===== src/rtl/chgtmr_pkg.sv =====
// Overview of operation
// - precondition limit 40/60/80 min, 11 disables
// - total limit 3/4/5 hours, 11 disables
// - status pin sinks only while actively charging
// - supply below battery: switch to low drain
// - hot or cold thermistor suspends charging
// - leave-range interrupt needs enable and master
// - return-range interrupt needs enable and master
// - live bit: one inside range, zero outside
// - temperature flag set on event, read clears
// - precondition expiry without threshold: time-out fault
// - timer expiry flag gated by enables, read clears
// - thermal regulation stretches timers by current ratio
package chgtmr_pkg;

    // clock and time base
    localparam int CLK_PERIOD_NS   = 10;
    localparam int TICK_PERIOD_NS  = 1_000_000_000;
    localparam int TICK_CYCLES_DEF = TICK_PERIOD_NS / CLK_PERIOD_NS;

    // timer limits, counted in seconds of the time base
    localparam int TMR_W       = 16;
    localparam int SEC_PER_MIN = 60;
    localparam int MIN_PER_HR  = 60;
    localparam int PRE_MIN_0   = 40;
    localparam int PRE_MIN_1   = 60;
    localparam int PRE_MIN_2   = 80;
    localparam int TOT_HR_0    = 3;
    localparam int TOT_HR_1    = 4;
    localparam int TOT_HR_2    = 5;
    localparam logic [TMR_W-1:0] PRE_SEC_0 = TMR_W'(PRE_MIN_0 * SEC_PER_MIN);
    localparam logic [TMR_W-1:0] PRE_SEC_1 = TMR_W'(PRE_MIN_1 * SEC_PER_MIN);
    localparam logic [TMR_W-1:0] PRE_SEC_2 = TMR_W'(PRE_MIN_2 * SEC_PER_MIN);
    localparam logic [TMR_W-1:0] TOT_SEC_0 = TMR_W'(TOT_HR_0 * MIN_PER_HR * SEC_PER_MIN);
    localparam logic [TMR_W-1:0] TOT_SEC_1 = TMR_W'(TOT_HR_1 * MIN_PER_HR * SEC_PER_MIN);
    localparam logic [TMR_W-1:0] TOT_SEC_2 = TMR_W'(TOT_HR_2 * MIN_PER_HR * SEC_PER_MIN);
    localparam logic [1:0]       TMR_OFF   = 2'h3;

    // register byte offsets
    localparam logic [7:0] OFF_CTRL    = 8'h00;
    localparam logic [7:0] OFF_STATUS  = 8'h04;
    localparam logic [7:0] OFF_FLAGS   = 8'h08;
    localparam logic [7:0] OFF_INT_ST  = 8'h0c;
    localparam logic [7:0] OFF_INT_MSK = 8'h10;
    localparam logic [7:0] OFF_PRE_CNT = 8'h14;
    localparam logic [7:0] OFF_TOT_CNT = 8'h18;

    // control register layout
    localparam int CTRL_W          = 10;
    localparam int CTRL_PRE_SEL    = 0;
    localparam int CTRL_TOT_SEL    = 2;
    localparam int CTRL_LEAVE_EN   = 4;
    localparam int CTRL_RETURN_EN  = 5;
    localparam int CTRL_TEMP_MEN   = 6;
    localparam int CTRL_PRE_IRQ_EN = 7;
    localparam int CTRL_TOT_IRQ_EN = 8;
    localparam int CTRL_TMR_MEN    = 9;
    localparam logic [CTRL_W-1:0] CTRL_RST = 10'h000;

    // status, flag and interrupt bit positions
    localparam int STAT_IN_RANGE  = 0;
    localparam int STAT_TMR_OUT   = 1;
    localparam int STAT_PIN       = 2;
    localparam int STAT_LOW_DRAIN = 3;
    localparam int FLAG_TEMP      = 0;
    localparam int FLAG_TMR       = 1;
    localparam int INT_W          = 2;
    localparam logic [INT_W-1:0] INT_RST = 2'h0;

    localparam logic [1:0] RESP_OKAY   = 2'h0;
    localparam logic [1:0] RESP_SLVERR = 2'h2;

    // charger state as reported by the charge state machine
    typedef enum logic [6:0] {
        CHG_PRECOND  = 7'h01,
        CHG_FAST     = 7'h02,
        CHG_TOPOFF   = 7'h04,
        CHG_EOC      = 7'h08,
        CHG_SUSPEND  = 7'h10,
        CHG_TEMPFLT  = 7'h20,
        CHG_TMOFLT   = 7'h40
    } chgtmr_chg_e;

    typedef enum logic [1:0] {
        RD_IDLE = 2'h1,
        RD_RESP = 2'h2
    } chgtmr_rd_e;

    typedef enum logic [1:0] {
        WR_IDLE = 2'h1,
        WR_RESP = 2'h2
    } chgtmr_wr_e;

endpackage


===== src/rtl/chgtmr_timebase.sv =====
`timescale 1ns/10ps
module chgtmr_timebase
    import chgtmr_pkg::*;
#(
    parameter int TICK_CYCLES = TICK_CYCLES_DEF
)(
    input  wire logic       aclk,
    input  wire logic       aresetn,
    input  wire logic       slow_en,
    input  wire logic [7:0] current_ratio,
    output logic            advance
);
    localparam int CW = (TICK_CYCLES > 2) ? $clog2(TICK_CYCLES) : 1;

    if (TICK_CYCLES < 2) begin : g_chk
        $error("chgtmr_timebase: TICK_CYCLES must be at least 2");
    end

    typedef struct packed {
        logic [CW-1:0] cnt;
        logic [7:0]    acc;
        logic          adv;
    } chgtmr_tb_s;

    chgtmr_tb_s st;
    chgtmr_tb_s next_st;
    logic       tick;
    logic [8:0] sum;

    // the accumulator lets through ratio/256 of the ticks, so time stretches by 256/ratio
    always_comb
    begin
        next_st = st;
        tick    = (st.cnt == CW'(TICK_CYCLES - 1));
        sum     = {1'b0, st.acc} + {1'b0, current_ratio};
        next_st.adv = 1'b0;
        next_st.cnt = tick ? '0 : st.cnt + 1'b1;
        if (tick)
        begin
            if (slow_en)
            begin
                next_st.acc = sum[7:0];
                next_st.adv = sum[8];
            end
            else
            begin
                next_st.adv = 1'b1;
            end
        end
    end

    always_ff @(posedge aclk)
    begin
        if (!aresetn)
            st <= '0;
        else
            st <= next_st;
    end

    assign advance = st.adv;
endmodule


===== src/rtl/chgtmr_top.sv =====
// Added by the designer: the register addresses and the AXI4-Lite interface to the registers.
`timescale 1ns/10ps
module chgtmr_top
    import chgtmr_pkg::*;
#(
    parameter int TICK_CYCLES = TICK_CYCLES_DEF
)(
    input  wire logic         aclk,
    input  wire logic         aresetn,
    // axi4-lite slave
    input  wire logic [7:0]   s_axi_awaddr,
    input  wire logic         s_axi_awvalid,
    output logic              s_axi_awready,
    input  wire logic [31:0]  s_axi_wdata,
    input  wire logic [3:0]   s_axi_wstrb,
    input  wire logic         s_axi_wvalid,
    output logic              s_axi_wready,
    output logic [1:0]        s_axi_bresp,
    output logic              s_axi_bvalid,
    input  wire logic         s_axi_bready,
    input  wire logic [7:0]   s_axi_araddr,
    input  wire logic         s_axi_arvalid,
    output logic              s_axi_arready,
    output logic [31:0]       s_axi_rdata,
    output logic [1:0]        s_axi_rresp,
    output logic              s_axi_rvalid,
    input  wire logic         s_axi_rready,
    output logic              irq,
    // charger state machine side
    input  chgtmr_chg_e       charger_state,
    input  wire logic         new_cycle,
    input  wire logic         vbat_precond_ok,
    input  wire logic         thermal_reg_active,
    input  wire logic [7:0]   current_ratio,
    output logic              precharge_fault,
    output logic              total_expire,
    output logic              charge_suspend_temp,
    output logic              power_switch_low_drain,
    // pins
    input  wire logic         charger_input_supply,
    input  wire logic         thermistor_sense_hot,
    input  wire logic         thermistor_sense_cold,
    input  wire logic         charge_status_in,
    output logic              charge_status_out_n,
    output logic              charge_status_oe
);
    typedef struct packed {
        chgtmr_rd_e        rd;
        chgtmr_wr_e        wr;
        logic              aw_held;
        logic              w_held;
        logic [7:0]        waddr;
        logic [31:0]       wdata;
        logic [3:0]        wstrb;
        logic [31:0]       rdata;
        logic [1:0]        rresp;
        logic [1:0]        bresp;
        logic [CTRL_W-1:0] ctrl;
        logic [INT_W-1:0]  int_status;
        logic [INT_W-1:0]  int_mask;
        logic              temp_flag;
        logic              tmr_flag;
        logic              hot_m;
        logic              hot_q;
        logic              cold_m;
        logic              cold_q;
        logic              sup_m;
        logic              sup_q;
        logic              pin_m;
        logic              pin_q;
        logic              in_range;
        logic              suspend_temp;
        logic              low_drain;
        logic [TMR_W-1:0]  pre_cnt;
        logic [TMR_W-1:0]  tot_cnt;
        logic              pre_done;
        logic              tot_done;
        logic              pre_fault;
        logic              tot_exp;
        logic              stat_oe;
    } chgtmr_top_s;

    // in_range and the supply and pin synchronisers leave reset at their idle level,
    // so reset itself raises no leave event and no false low-drain pulse
    localparam chgtmr_top_s ST_RST = '{
        rd: RD_IDLE, wr: WR_IDLE, ctrl: CTRL_RST, int_status: INT_RST,
        int_mask: INT_RST, in_range: 1'b1, sup_m: 1'b1, sup_q: 1'b1,
        pin_m: 1'b1, pin_q: 1'b1, default: '0};

    chgtmr_top_s      st;
    chgtmr_top_s      next_st;
    logic             advance;
    logic             active;
    logic             new_in;
    logic             leave_evt;
    logic             return_evt;
    logic             temp_evt;
    logic             pre_en;
    logic             tot_en;
    logic             pre_evt;
    logic             tot_evt;
    logic             tmr_evt;
    logic             ar_take;
    logic [TMR_W-1:0] pre_lim;
    logic [TMR_W-1:0] tot_lim;
    logic [31:0]      wmask;
    logic [INT_W-1:0] int_clr;

    function automatic logic [TMR_W-1:0] pre_limit(input logic [1:0] sel);
        case (sel)
            2'h0:    pre_limit = PRE_SEC_0;
            2'h1:    pre_limit = PRE_SEC_1;
            2'h2:    pre_limit = PRE_SEC_2;
            default: pre_limit = '0;
        endcase
    endfunction

    function automatic logic [TMR_W-1:0] tot_limit(input logic [1:0] sel);
        case (sel)
            2'h0:    tot_limit = TOT_SEC_0;
            2'h1:    tot_limit = TOT_SEC_1;
            2'h2:    tot_limit = TOT_SEC_2;
            default: tot_limit = '0;
        endcase
    endfunction

    // time base: one advance per second, fewer while thermal regulation cuts current
    chgtmr_timebase #(
        .TICK_CYCLES   (TICK_CYCLES)
    ) u_timebase (
        .aclk          (aclk),
        .aresetn       (aresetn),
        .slow_en       (thermal_reg_active),
        .current_ratio (current_ratio),
        .advance       (advance)
    );

    // handshake outputs straight from the bus state
    assign s_axi_awready = (st.wr == WR_IDLE) && !st.aw_held;
    assign s_axi_wready  = (st.wr == WR_IDLE) && !st.w_held;
    assign s_axi_bvalid  = (st.wr == WR_RESP);
    assign s_axi_bresp   = st.bresp;
    assign s_axi_arready = (st.rd == RD_IDLE);
    assign s_axi_rvalid  = (st.rd == RD_RESP);
    assign s_axi_rdata   = st.rdata;
    assign s_axi_rresp   = st.rresp;
    assign ar_take       = s_axi_arvalid && s_axi_arready;

    // status pin only ever sinks; the level comes from the enable
    assign charge_status_out_n    = 1'b0;
    assign charge_status_oe       = st.stat_oe;
    assign charge_suspend_temp    = st.suspend_temp;
    assign power_switch_low_drain = st.low_drain;
    assign precharge_fault        = st.pre_fault;
    assign total_expire           = st.tot_exp;
    assign irq                    = |(st.int_status & st.int_mask);

    // event decode from the synchronised comparators and the timers
    always_comb
    begin
        active = (charger_state == CHG_PRECOND) || (charger_state == CHG_FAST)
              || (charger_state == CHG_TOPOFF);
        new_in     = !(st.hot_q || st.cold_q);
        leave_evt  = st.in_range && !new_in;
        return_evt = !st.in_range && new_in;
        temp_evt   = st.ctrl[CTRL_TEMP_MEN]
                  && ((leave_evt && st.ctrl[CTRL_LEAVE_EN])
                   || (return_evt && st.ctrl[CTRL_RETURN_EN]));
        pre_lim = pre_limit(st.ctrl[CTRL_PRE_SEL +: 2]);
        tot_lim = tot_limit(st.ctrl[CTRL_TOT_SEL +: 2]);
        pre_en  = (st.ctrl[CTRL_PRE_SEL +: 2] != TMR_OFF);
        tot_en  = (st.ctrl[CTRL_TOT_SEL +: 2] != TMR_OFF);
        pre_evt = !new_cycle && pre_en && !st.pre_done && (st.pre_cnt >= pre_lim);
        tot_evt = !new_cycle && tot_en && !st.tot_done && (st.tot_cnt >= tot_lim);
        tmr_evt = st.ctrl[CTRL_TMR_MEN]
               && ((pre_evt && st.ctrl[CTRL_PRE_IRQ_EN])
                || (tot_evt && st.ctrl[CTRL_TOT_IRQ_EN]));
        wmask = {{8{st.wstrb[3]}}, {8{st.wstrb[2]}}, {8{st.wstrb[1]}}, {8{st.wstrb[0]}}};
    end

    // next state: bus slave, synchronisers, timers and flags
    always_comb
    begin
        next_st = st;
        int_clr = '0;

        // two-flop synchronisers; only the second stage feeds logic
        next_st.hot_m  = thermistor_sense_hot;
        next_st.hot_q  = st.hot_m;
        next_st.cold_m = thermistor_sense_cold;
        next_st.cold_q = st.cold_m;
        next_st.sup_m  = charger_input_supply;
        next_st.sup_q  = st.sup_m;
        next_st.pin_m  = charge_status_in;
        next_st.pin_q  = st.pin_m;

        next_st.in_range     = new_in;
        next_st.suspend_temp = !new_in;
        next_st.low_drain    = !st.sup_q;
        next_st.stat_oe      = active;

        // write channel: address and data may arrive in either order
        if (s_axi_awvalid && s_axi_awready)
        begin
            next_st.aw_held = 1'b1;
            next_st.waddr   = s_axi_awaddr;
        end
        if (s_axi_wvalid && s_axi_wready)
        begin
            next_st.w_held = 1'b1;
            next_st.wdata  = s_axi_wdata;
            next_st.wstrb  = s_axi_wstrb;
        end
        case (st.wr)
            WR_IDLE:
            begin
                if (st.aw_held && st.w_held)
                begin
                    next_st.wr    = WR_RESP;
                    next_st.bresp = RESP_OKAY;
                    if (st.waddr == OFF_CTRL)
                        next_st.ctrl = (st.ctrl & ~wmask[CTRL_W-1:0])
                                     | (st.wdata[CTRL_W-1:0] & wmask[CTRL_W-1:0]);
                    else if (st.waddr == OFF_INT_ST)
                        int_clr = st.wdata[INT_W-1:0] & wmask[INT_W-1:0];
                    else if (st.waddr == OFF_INT_MSK)
                        next_st.int_mask = (st.int_mask & ~wmask[INT_W-1:0])
                                         | (st.wdata[INT_W-1:0] & wmask[INT_W-1:0]);
                    else if (st.waddr == OFF_STATUS || st.waddr == OFF_FLAGS
                          || st.waddr == OFF_PRE_CNT || st.waddr == OFF_TOT_CNT)
                        next_st.bresp = RESP_OKAY;
                    else
                        next_st.bresp = RESP_SLVERR;
                end
            end
            WR_RESP:
            begin
                if (s_axi_bready)
                begin
                    next_st.wr      = WR_IDLE;
                    next_st.aw_held = 1'b0;
                    next_st.w_held  = 1'b0;
                end
            end
            default:
                next_st.wr = WR_IDLE;
        endcase

        // read channel; reading the flags clears them, a same-cycle event still sets
        case (st.rd)
            RD_IDLE:
            begin
                if (ar_take)
                begin
                    next_st.rd    = RD_RESP;
                    next_st.rresp = RESP_OKAY;
                    next_st.rdata = '0;
                    if (s_axi_araddr == OFF_CTRL)
                        next_st.rdata = 32'(st.ctrl);
                    else if (s_axi_araddr == OFF_STATUS)
                    begin
                        next_st.rdata[STAT_IN_RANGE]  = st.in_range;
                        next_st.rdata[STAT_TMR_OUT]   = st.pre_done || st.tot_done;
                        next_st.rdata[STAT_PIN]       = st.pin_q;
                        next_st.rdata[STAT_LOW_DRAIN] = st.low_drain;
                    end
                    else if (s_axi_araddr == OFF_FLAGS)
                    begin
                        next_st.rdata[FLAG_TEMP] = st.temp_flag;
                        next_st.rdata[FLAG_TMR]  = st.tmr_flag;
                        next_st.temp_flag        = 1'b0;
                        next_st.tmr_flag         = 1'b0;
                    end
                    else if (s_axi_araddr == OFF_INT_ST)
                        next_st.rdata = 32'(st.int_status);
                    else if (s_axi_araddr == OFF_INT_MSK)
                        next_st.rdata = 32'(st.int_mask);
                    else if (s_axi_araddr == OFF_PRE_CNT)
                        next_st.rdata = 32'(st.pre_cnt);
                    else if (s_axi_araddr == OFF_TOT_CNT)
                        next_st.rdata = 32'(st.tot_cnt);
                    else
                        next_st.rresp = RESP_SLVERR;
                end
            end
            RD_RESP:
            begin
                if (s_axi_rready)
                    next_st.rd = RD_IDLE;
            end
            default:
                next_st.rd = RD_IDLE;
        endcase

        // safety timers; a new cycle wins over counting
        if (new_cycle)
        begin
            next_st.pre_cnt  = '0;
            next_st.tot_cnt  = '0;
            next_st.pre_done = 1'b0;
            next_st.tot_done = 1'b0;
        end
        else
        begin
            if (advance && charger_state == CHG_PRECOND && pre_en && !st.pre_done)
                next_st.pre_cnt = st.pre_cnt + 1'b1;
            if (advance && active && tot_en && !st.tot_done)
                next_st.tot_cnt = st.tot_cnt + 1'b1;
            if (pre_evt)
                next_st.pre_done = 1'b1;
            if (tot_evt)
                next_st.tot_done = 1'b1;
        end
        next_st.pre_fault = pre_evt && (charger_state == CHG_PRECOND) && !vbat_precond_ok;
        next_st.tot_exp   = tot_evt;

        // set after clear: an event in the clearing cycle is kept
        if (temp_evt)
            next_st.temp_flag = 1'b1;
        if (tmr_evt)
            next_st.tmr_flag = 1'b1;
        next_st.int_status = (st.int_status & ~int_clr) | {tmr_evt, temp_evt};
    end

    always_ff @(posedge aclk)
    begin
        if (!aresetn)
            st <= ST_RST;
        else
            st <= next_st;
    end
endmodule


===== config.mk =====
export PLATFORM = sky130hd
export DESIGN_NAME = chgtmr_top
export DESIGN_NICKNAME = d
export VERILOG_FILES = /design/src/rtl/chgtmr_pkg.sv /design/src/rtl/chgtmr_timebase.sv /design/src/rtl/chgtmr_top.sv
export SDC_FILE = /design/constraint.sdc
export NUM_CORES = 1
export LEC_CHECK = 0
export ABC_AREA = 1
export BUFFER_PORTS_ARGS = -buffer_cell sky130_fd_sc_hd__buf_2
export CORE_AREA = 5 5 110 137
export CTS_CLUSTER_DIAMETER = 120
export CTS_CLUSTER_SIZE = 30
export DETAILED_ROUTE_END_ITERATION = 8
export DIE_AREA = 0 0 115 142
export PLACE_DENSITY = 0.89
export SLEW_MARGIN = 10
export SYNTH_ARGS = -nofsm -noshare
export SYNTH_HDL_FRONTEND = slang
export SYNTH_SLANG_ARGS = --single-unit

===== constraint.sdc =====
create_clock -name aclk -period 3.25 [get_ports aclk]
set_input_delay 0.4875 -clock aclk [delete_from_list [all_inputs] [get_ports aclk]]
set_output_delay 0.4875 -clock aclk [all_outputs]
set_load 0.05 [all_outputs]

# Word level (Yosys, flattened, before mapping)
# Cells that the tools add are included.
# Widths: inputs -> output; s select.
[classes]
order_cmp = 2
n_mux = 43
n_eq_ne = 34
bitwise = 15
reduce_logical = 69
addsub = 4
[ops]
columns = ["cell", "count"]
rows = [
  ["$mux 16", 4],
  ["$mux 2", 25],
  ["$eq 8x5->1 const B", 6],
  ["$pmux 15 s3", 1],
  ["$pmux 13 s3", 1],
  ["$add 16x1->16 const B", 2],
  ["$eq 8x4->1 const B", 4],
  ["$ge 16x16->1", 2],
  ["$mux 32", 1],
  ["$logic_and 1x1->1", 28],
  ["$add 27x1->27 const B", 1],
  ["$eq 27x27->1 const B", 1],
  ["$and 10x10->10", 2],
  ["$eq 8x3->1 const B", 2],
  ["$logic_not 8->1", 2],
  ["$reduce_and 5->1", 3],
  ["$mux 14", 1],
  ["$mux 12", 1],
  ["$ne 2x2->1 const B", 6],
  ["$reduce_and 2->1", 6],
  ["$reduce_bool 2->1", 6],
  ["$not 10->10", 1],
  ["$or 10x10->10", 1],
  ["$add 8x8->9", 1],
  ["other kinds (18)", 59],
]
[word_totals]
ff_bits = 162
out_inout_bits = 48
input_bits = 81
wordCells = 203

# Depth between registers and ports, before layout
# Gate-level depths: netlist of run 1.
[depth]
word_depth = 9
mapped_depth = 14

# By module
# A second synthesis of run 1 with hierarchy kept.
[unflattened]
hier_cells = 1169
area_unflattened_um2 = 8097.8
[modules_own_cells]
columns = ["mod", "area_per_inst_um2", "cells_per_inst", "instances"]
rows = [
  ["chgtmr_top", 5915.7, 829, 1],
  ["chgtmr_timebase", 2182.1, 340, 1],
]

# Worst setup path before layout of run 1
# No wires, ideal clock.
[synth_timing]
kind = "register to register"
startpoint = "register st[148] (netlist bit)"
endpoint = "register st (netlist bit s_axi_rdata[10])"
arrival_ps = 1889
n_path_buf = 1
synth_period_minus_slack_ps = 1959
stages_incl_launch_ff = 8
required_time_ps = 3179
setup_slack_ps = 1291
path_cell_list = "dfxtp_1 inv_1 nor2_1 nand2_1 inv_1 clkbuf_1 o211ai_1 a21oi_1"
[synth_between]
elab_chain_cells = 3
[synth_rtl]
columns = ["element", "line", "text"]
rows = [
  ["start, declared", "chgtmr_top.sv:90", "chgtmr_top_s st;"],
  ["start signal, assigned", "chgtmr_top.sv:330", "st <= next_st;"],
  ["$eq 2x1->1 (*)", "chgtmr_top.sv:143", "assign s_axi_arready = (st.rd == RD_IDLE);"],
  ["net s_axi_arready", "chgtmr_top.sv:23", "output logic s_axi_arready,"],
  ["$logic_and 1x1->1", "chgtmr_top.sv:147", "assign ar_take = s_axi_arvalid && s_axi_arready;"],
  ["$reduce_and 2->1 (no source line) (*)", "--", ""],
]
# Mark *: on every way through the listed nets, which the timed path passes. The rest lies on a longest branch.
# A chain may end at the register's enable or synchronous reset.

==> reports/qor.txt, run 1 <==
antenna violations before repair - 0
switch share - 24.86%
clock root buffer - clkbuf_16
Critical Path Start Type - register
final WL - 19,380 um
fin crit period - 2391 ps
CTS tree - done
Max Fclk - 418.3 MHz
Hold Fails Final Rpt - 0
Sequential Power Share - 43.1%
Slew HR - 46.51%
clk_lat worst skew - 430 ps
Worst Skew - 8.073 ps
Setup TNS - 0 ps
max cap viols - 0
Initial Util - 58.26%
cell row count - 48
ys flop type - dfxtp_1
Mapped Area - 0.007978 mm^2
hold buffer count at CTS - 0
Routed Antenna Nets - 0
die height - 142 um
gr ovfl total - 0
Routability Congestion - 0.9362
Vias/cell - 5.475
max-slew violation count - 0
Gate power share - 8.2%
setup bufs post-CTS - 0
IO Pins - 129
Die X - 115 um
fin crit share - 73.56%
syn avg cell area - 7.085 um^2
pre-CTS setup slack - 646.7 ps
Worst-path clk slew - 60 ps
Max clock buf depth - 2
gr usage total - 24.49%
DRT Pass-1 Iters - 6
vias in the first global route - 7,220
final core utilization - 65.48%
register area share after synthesis - 36.14%
slowest cell on the critical path - dfxtp_1
DP HPWL - 14,510 um
Top delay family on crit path - simple AND/OR/NAND/NOR gates
synth unique cells - 47
Antenna diodes - 0
synthesized instance count - 1,126
CP Capture Type - register
FF/Latch Area - 0.002883 mm^2
Placeable Area - 0.01369 mm^2
most used cell, CP - nand2_1
DRT iter0 DRCs - 648
Syn. warnings - 0
clock sink total - 144
Psw - 1.063 mW
Largest stage delay, worst path - 450 ps
Crit Path Max Fanout - 6
area of the multi-input gates - 0.004217 mm^2
# port buffers - 85
final setup margin - 859.4 ps
Worst EP required - 3560 ps
pin count of the biggest net entering global routing - 33
fillers - 1,168
# DRC - 0
DR vias - 7,550
fraction of layout cells with a size suffix above 1 - 13.37%
Die Footprint - 0.01633 mm^2
Hold Crit Class - in2reg
Layout Nets - 1,317
area growth from synthesis to layout - 12.39%
ys async rst share - 0%
Synth Register Bits - 144
power density over cell area - 476.7 mW/mm^2
cts bufs inserted - 17
RSZ-0062 raised after global routing - false
Clock power frac - 48.7%
# setup viols final - 0
Worst EP arrival - 2700 ps
H-Tree Depth - 4
worst vdd ir - 0.0003933 V
EDFF count, synth - 0
leakage power total - 3.828 nW
Avg WL per Cell - 14.05 um
ordered cell list for the critical path - inv_1 -> ha_1 -> o21bai_1 -> ha_1 -> nand2_1 -> nand2_1 -> nand2_1 -> nand2_1 -> a21oi_1 -> nand3_1 -> nand3_1 -> nand2_1 -> nand2_1 -> a21oi_1
first-pass GRT wire length - 32,480 um
cell-internal power - 3.212 mW
min-delay src - vbat_precond_ok
WS Path Type - reg2reg
crit path buf inv count - 1
cts repair resizes - 0
Worst-Margin Slew - 797.4 ps
Min Hold Slack - 211.8 ps
status - complete, no violations
[final timing paths]
check / cells after the start / slack (ps) / to
worst max-delay path: 14 / 860 / st[48]
worst min-delay path: 2 / 210 / precharge_fault
worst max register to register: 14 / 860 / st[48]
worst min register to register: 1 / 380 / power_switch_low_drain
[cell type report]
cell class / instances / area share, %
Multi-Input combinational cell: 788 / 47.03
Sequential cell: 144 / 32.15
Inverter: 152 / 6.363
Timing Repair Buffer: 88 / 4.996
Clock buffer: 19 / 4.940
Tap cell: 175 / 2.442
Clock inverter: 13 / 2.079
[cells by family after synthesis]
kind of cell             count (synthesis)  synth area share, %
AO/OA/AOI/OAI                          198                13.06
XOR/XNOR                                33                3.623
adder cells (fa/ha/maj)                 45                7.152
buffers and inverters                  212                11.86
flip-flops                             144                36.14
other                                    1              0.04701
AND/OR/NAND/NOR                        493                28.12
[sequential cells by signal, summed over array words and instances (netlist names), named ones only]
signal / count
u_timebase.advance: 1
charge_status_oe: 1
s_axi_rdata: 16
u_timebase.st: 35
st: 69
s_axi_rresp: 1
precharge_fault: 1
total_expire: 1
power_switch_low_drain: 1
charge_suspend_temp: 1
s_axi_bresp: 1
next_st: 4
[layout by cell type (no fill, tap or decap), types with 6 or more instances in the layout]
cell type	instances
nand3_1	45
inv_1	144
a21oi_1	89
nor3_1	29
nand4_1	21
nor4_1	9
or2_2	6
o21ai_0	86
inv_2	6
nand2_1	193
clkbuf_16	17
conb_1	19
nor3_2	9
nor2_2	7
ha_1	44
buf_2	85
xor2_1	29
nor2_1	146
nor3b_1	9
dfxtp_1	144
[cell usage after synthesis (2+ instances only)]
| cell type | number | area, um^2 |
|---|---|---|
| a21oi_1 | 89 | 445.4 |
| a31oi_1 | 4 | 25.02 |
| buf_2 | 3 | 15.01 |
| buf_4 | 39 | 292.8 |
| clkbuf_1 | 18 | 67.56 |
| clkinv_1 | 2 | 7.510 |
| dfxtp_1 | 144 | 2883 |
| ha_1 | 44 | 550.5 |
| inv_1 | 144 | 540.5 |
| inv_2 | 6 | 22.52 |
| nand2_1 | 193 | 724.4 |
| nand2_2 | 4 | 25.02 |
| nand3_1 | 45 | 225.2 |
| nand3b_1 | 2 | 15.01 |
| nand4_1 | 21 | 131.4 |
| nor2_1 | 146 | 548.0 |
| nor2_2 | 7 | 43.79 |
| nor2_4 | 3 | 33.78 |
| nor3_1 | 29 | 145.1 |
| nor3_2 | 9 | 90.09 |
| nor3b_1 | 9 | 67.56 |
| nor3b_2 | 2 | 25.02 |
| nor4_1 | 9 | 56.30 |
| o211ai_1 | 4 | 30.03 |
| o21a_1 | 2 | 15.01 |
| o21ai_0 | 86 | 430.4 |
| o21bai_1 | 4 | 30.03 |
| o22ai_1 | 2 | 12.51 |
| o31ai_1 | 2 | 15.01 |
| or2_2 | 6 | 37.54 |
| xnor2_1 | 4 | 35.03 |
| xor2_1 | 29 | 254.0 |
[metrics by stage]
step,area [um^2],instances,total power [mW]
floorplan,8045,1144,2.160
global placement,8337,1347,2.220
detailed placement,8337,1347,2.230
CTS,8966,1379,4.285
global route,8966,1379,4.417
finish,8966,1379,4.274
[power by group through the flow]
stage | sequential [mW] | combinational, mW | clock, mW
finish | 1.84 | 0.352 | 2.08
detailed placement | 1.88 | 0.350 | 0
CTS | 1.84 | 0.352 | 2.09
global route | 1.85 | 0.388 | 2.18
global placement | 1.88 | 0.342 | 0
floorplan | 1.88 | 0.284 | 0
[layer usage]
metal,GRT usage (%),part of all wire (%)
met1,27.68,38
met2,44.36,52
met3,4.636,5.8
met4,10.69,3.6
met5,0,0
No activity file was read; power rests on OpenSTA's default activity.
==> run 2, diff against run 1 <==
--- a/config.mk
+++ b/config.mk
@@ -7,12 +7,12 @@
 export LEC_CHECK = 0
 export ABC_AREA = 1
 export BUFFER_PORTS_ARGS = -buffer_cell sky130_fd_sc_hd__buf_2
-export CORE_AREA = 5 5 110 137
+export CORE_AREA = 5 5 112 141
 export CTS_CLUSTER_DIAMETER = 120
 export CTS_CLUSTER_SIZE = 30
 export DETAILED_ROUTE_END_ITERATION = 8
-export DIE_AREA = 0 0 115 142
-export PLACE_DENSITY = 0.89
+export DIE_AREA = 0 0 117 146
+export PLACE_DENSITY = 0.85
 export SLEW_MARGIN = 10
 export SYNTH_ARGS = -nofsm -noshare
 export SYNTH_HDL_FRONTEND = slang
==> constraint.sdc (replaced) <==
create_clock -name aclk -period 2.34 [get_ports aclk]
set_input_delay 0.351 -clock aclk [delete_from_list [all_inputs] [get_ports aclk]]
set_output_delay 0.351 -clock aclk [all_outputs]
set_load 0.05 [all_outputs]
==> run 2 against run 1 <==
- clock skew is essentially flat
- sequential cell count is the same
- combinational power rose by 41%
- non-clock buffer count is 6 higher
- critical endpoint is now st[53]
- largest cell class unchanged
- critical path type unchanged
- clock-buffer cell count increased by 2
- power is 40% higher
==> reports/qor.txt, run 2 (synthesis gave the netlist of run 1 again) <==
status - complete, no violations
Initial Util - 56.09%
Vias/cell - 5.312
first-pass GRT wire length - 32,250 um
# setup viols final - 0
Critical Path Start Type - register
Layout Nets - 1,323
final WL - 19,360 um
fin crit share - 93.97%
ordered cell list for the critical path - inv_2 -> ha_1 -> o21bai_2 -> ha_1 -> a21oi_1 -> nand2_1 -> a21oi_1 -> nand3_1 -> nand3_1 -> nand2_1 -> nand2_1 -> a21oi_1
WS Path Type - reg2reg
Antenna diodes - 0
gr usage total - 23.40%
leakage power total - 3.876 nW
final core utilization - 63.54%
antenna violations before repair - 0
Area after DPL - 0.008386 mm^2
Routed Antenna Nets - 0
DR vias - 7,373
DRT Pass-1 Iters - 5
Max clock buf depth - 2
largest reg by FF count - st
slowest cell on the critical path - dfxtp_1
Crit Path Max Fanout - 5
commonest non-fill, non-tap cell in the layout - nand2_1
max-slew violation count - 0
commonest cells after routing, fill and taps aside - 193 x nand2_1, 146 x nor2_1, 143 x inv_1
CTS tree - done
max reg flops - 69
vias in the first global route - 7,046
Worst EP required - 2640 ps
Hold Fails Final Rpt - 0
Placeable Area - 0.01422 mm^2
clock sink total - 144
Power Total - 5.985 mW
Max Fclk - 454.8 MHz
Worst Skew - 8.553 ps
# port buffers - 85
Avg WL per Cell - 13.95 um
fillers - 1,236
Worst EP arrival - 2500 ps
# DRC - 0
clock root buffer - clkbuf_16
H-Tree Depth - 4
Worst-path clk slew - 60 ps
DP HPWL - 14,570 um
Worst-Margin Slew - 602.4 ps
fraction of layout cells with a size suffix above 1 - 14.13%
Hold Crit Class - in2reg
worst vdd ir - 0.0007129 V
DRT iter0 DRCs - 616
die height - 146 um
max cap viols - 0
Routability Congestion - 0.9466
cell row count - 49
pin count of the biggest net entering global routing - 56
clk_lat worst skew - 430 ps
IO Pins - 129
Slew HR - 59.47%
gr ovfl total - 0
power density over cell area - 662.2 mW/mm^2
CP Capture Type - register
Die X - 117 um
fin crit period - 2199 ps
Final Cell Area - 0.009037 mm^2
crit path buf inv count - 1
Die Footprint - 0.01708 mm^2
Top delay family on crit path - compound AO/OA/AOI/OAI gates
cts bufs inserted - 17
Largest stage delay, worst path - 410 ps
area growth from synthesis to layout - 13.28%
-- run 2: final timing paths --
check | from | end | slack [ps] | depth (start not counted)
max | register | st[53] | 140 | 12
min | vbat_precond_ok | precharge_fault | 80 | 2
max reg2reg | register | st[53] | 140 | 12
min reg2reg | st[42] | power_switch_low_drain | 380 | 1
-- run 2: timing repair --
item                       in CTS  in global routing
setup endpoints to repair       0                  2
hold buffers                    0                  0
gates resized for setup         0                  4
setup buffers                   0                  0
-- run 2: metal layers --
metal	track usage [%]	wire (um)
met3	5.408	1087
met5	0	0
met1	27.32	7658
met2	40.46	10000
met4	9.581	614
-- run 2: power by group --
part	total, mW	internal [mW]	switching, mW	leakage (nW)
logic	0.495	0.133	0.362	2.39
clock network	2.93	1.88	1.05	0.311
registers	2.56	2.52	0.0400	1.17
-- run 2: final cells by class --
class,count,area (um^2),share of cell area (%)
multi-input cells,788,4220,46.70
flip-flops and latches,144,2885,31.93
inverters,152,570.5,6.313
repair buffers,94,493.0,5.455
clock buffers,21,470.5,5.206
well taps,178,222.7,2.464
clock inverters,11,175.2,1.938
-- run 2: metrics by stage --
stage	hold WS (ps)	TNS (ps)	setup slack, ps	instances
after detailed placement	374.1	0	153.1	1356
after floorplan	368.2	0	380.5	1144
after global routing	82.40	-4.702	-2.407	1388
final	81.77	0	141.0	1388
after global placement	369.5	0	203.6	1356
after CTS	67.53	0	103.5	1388
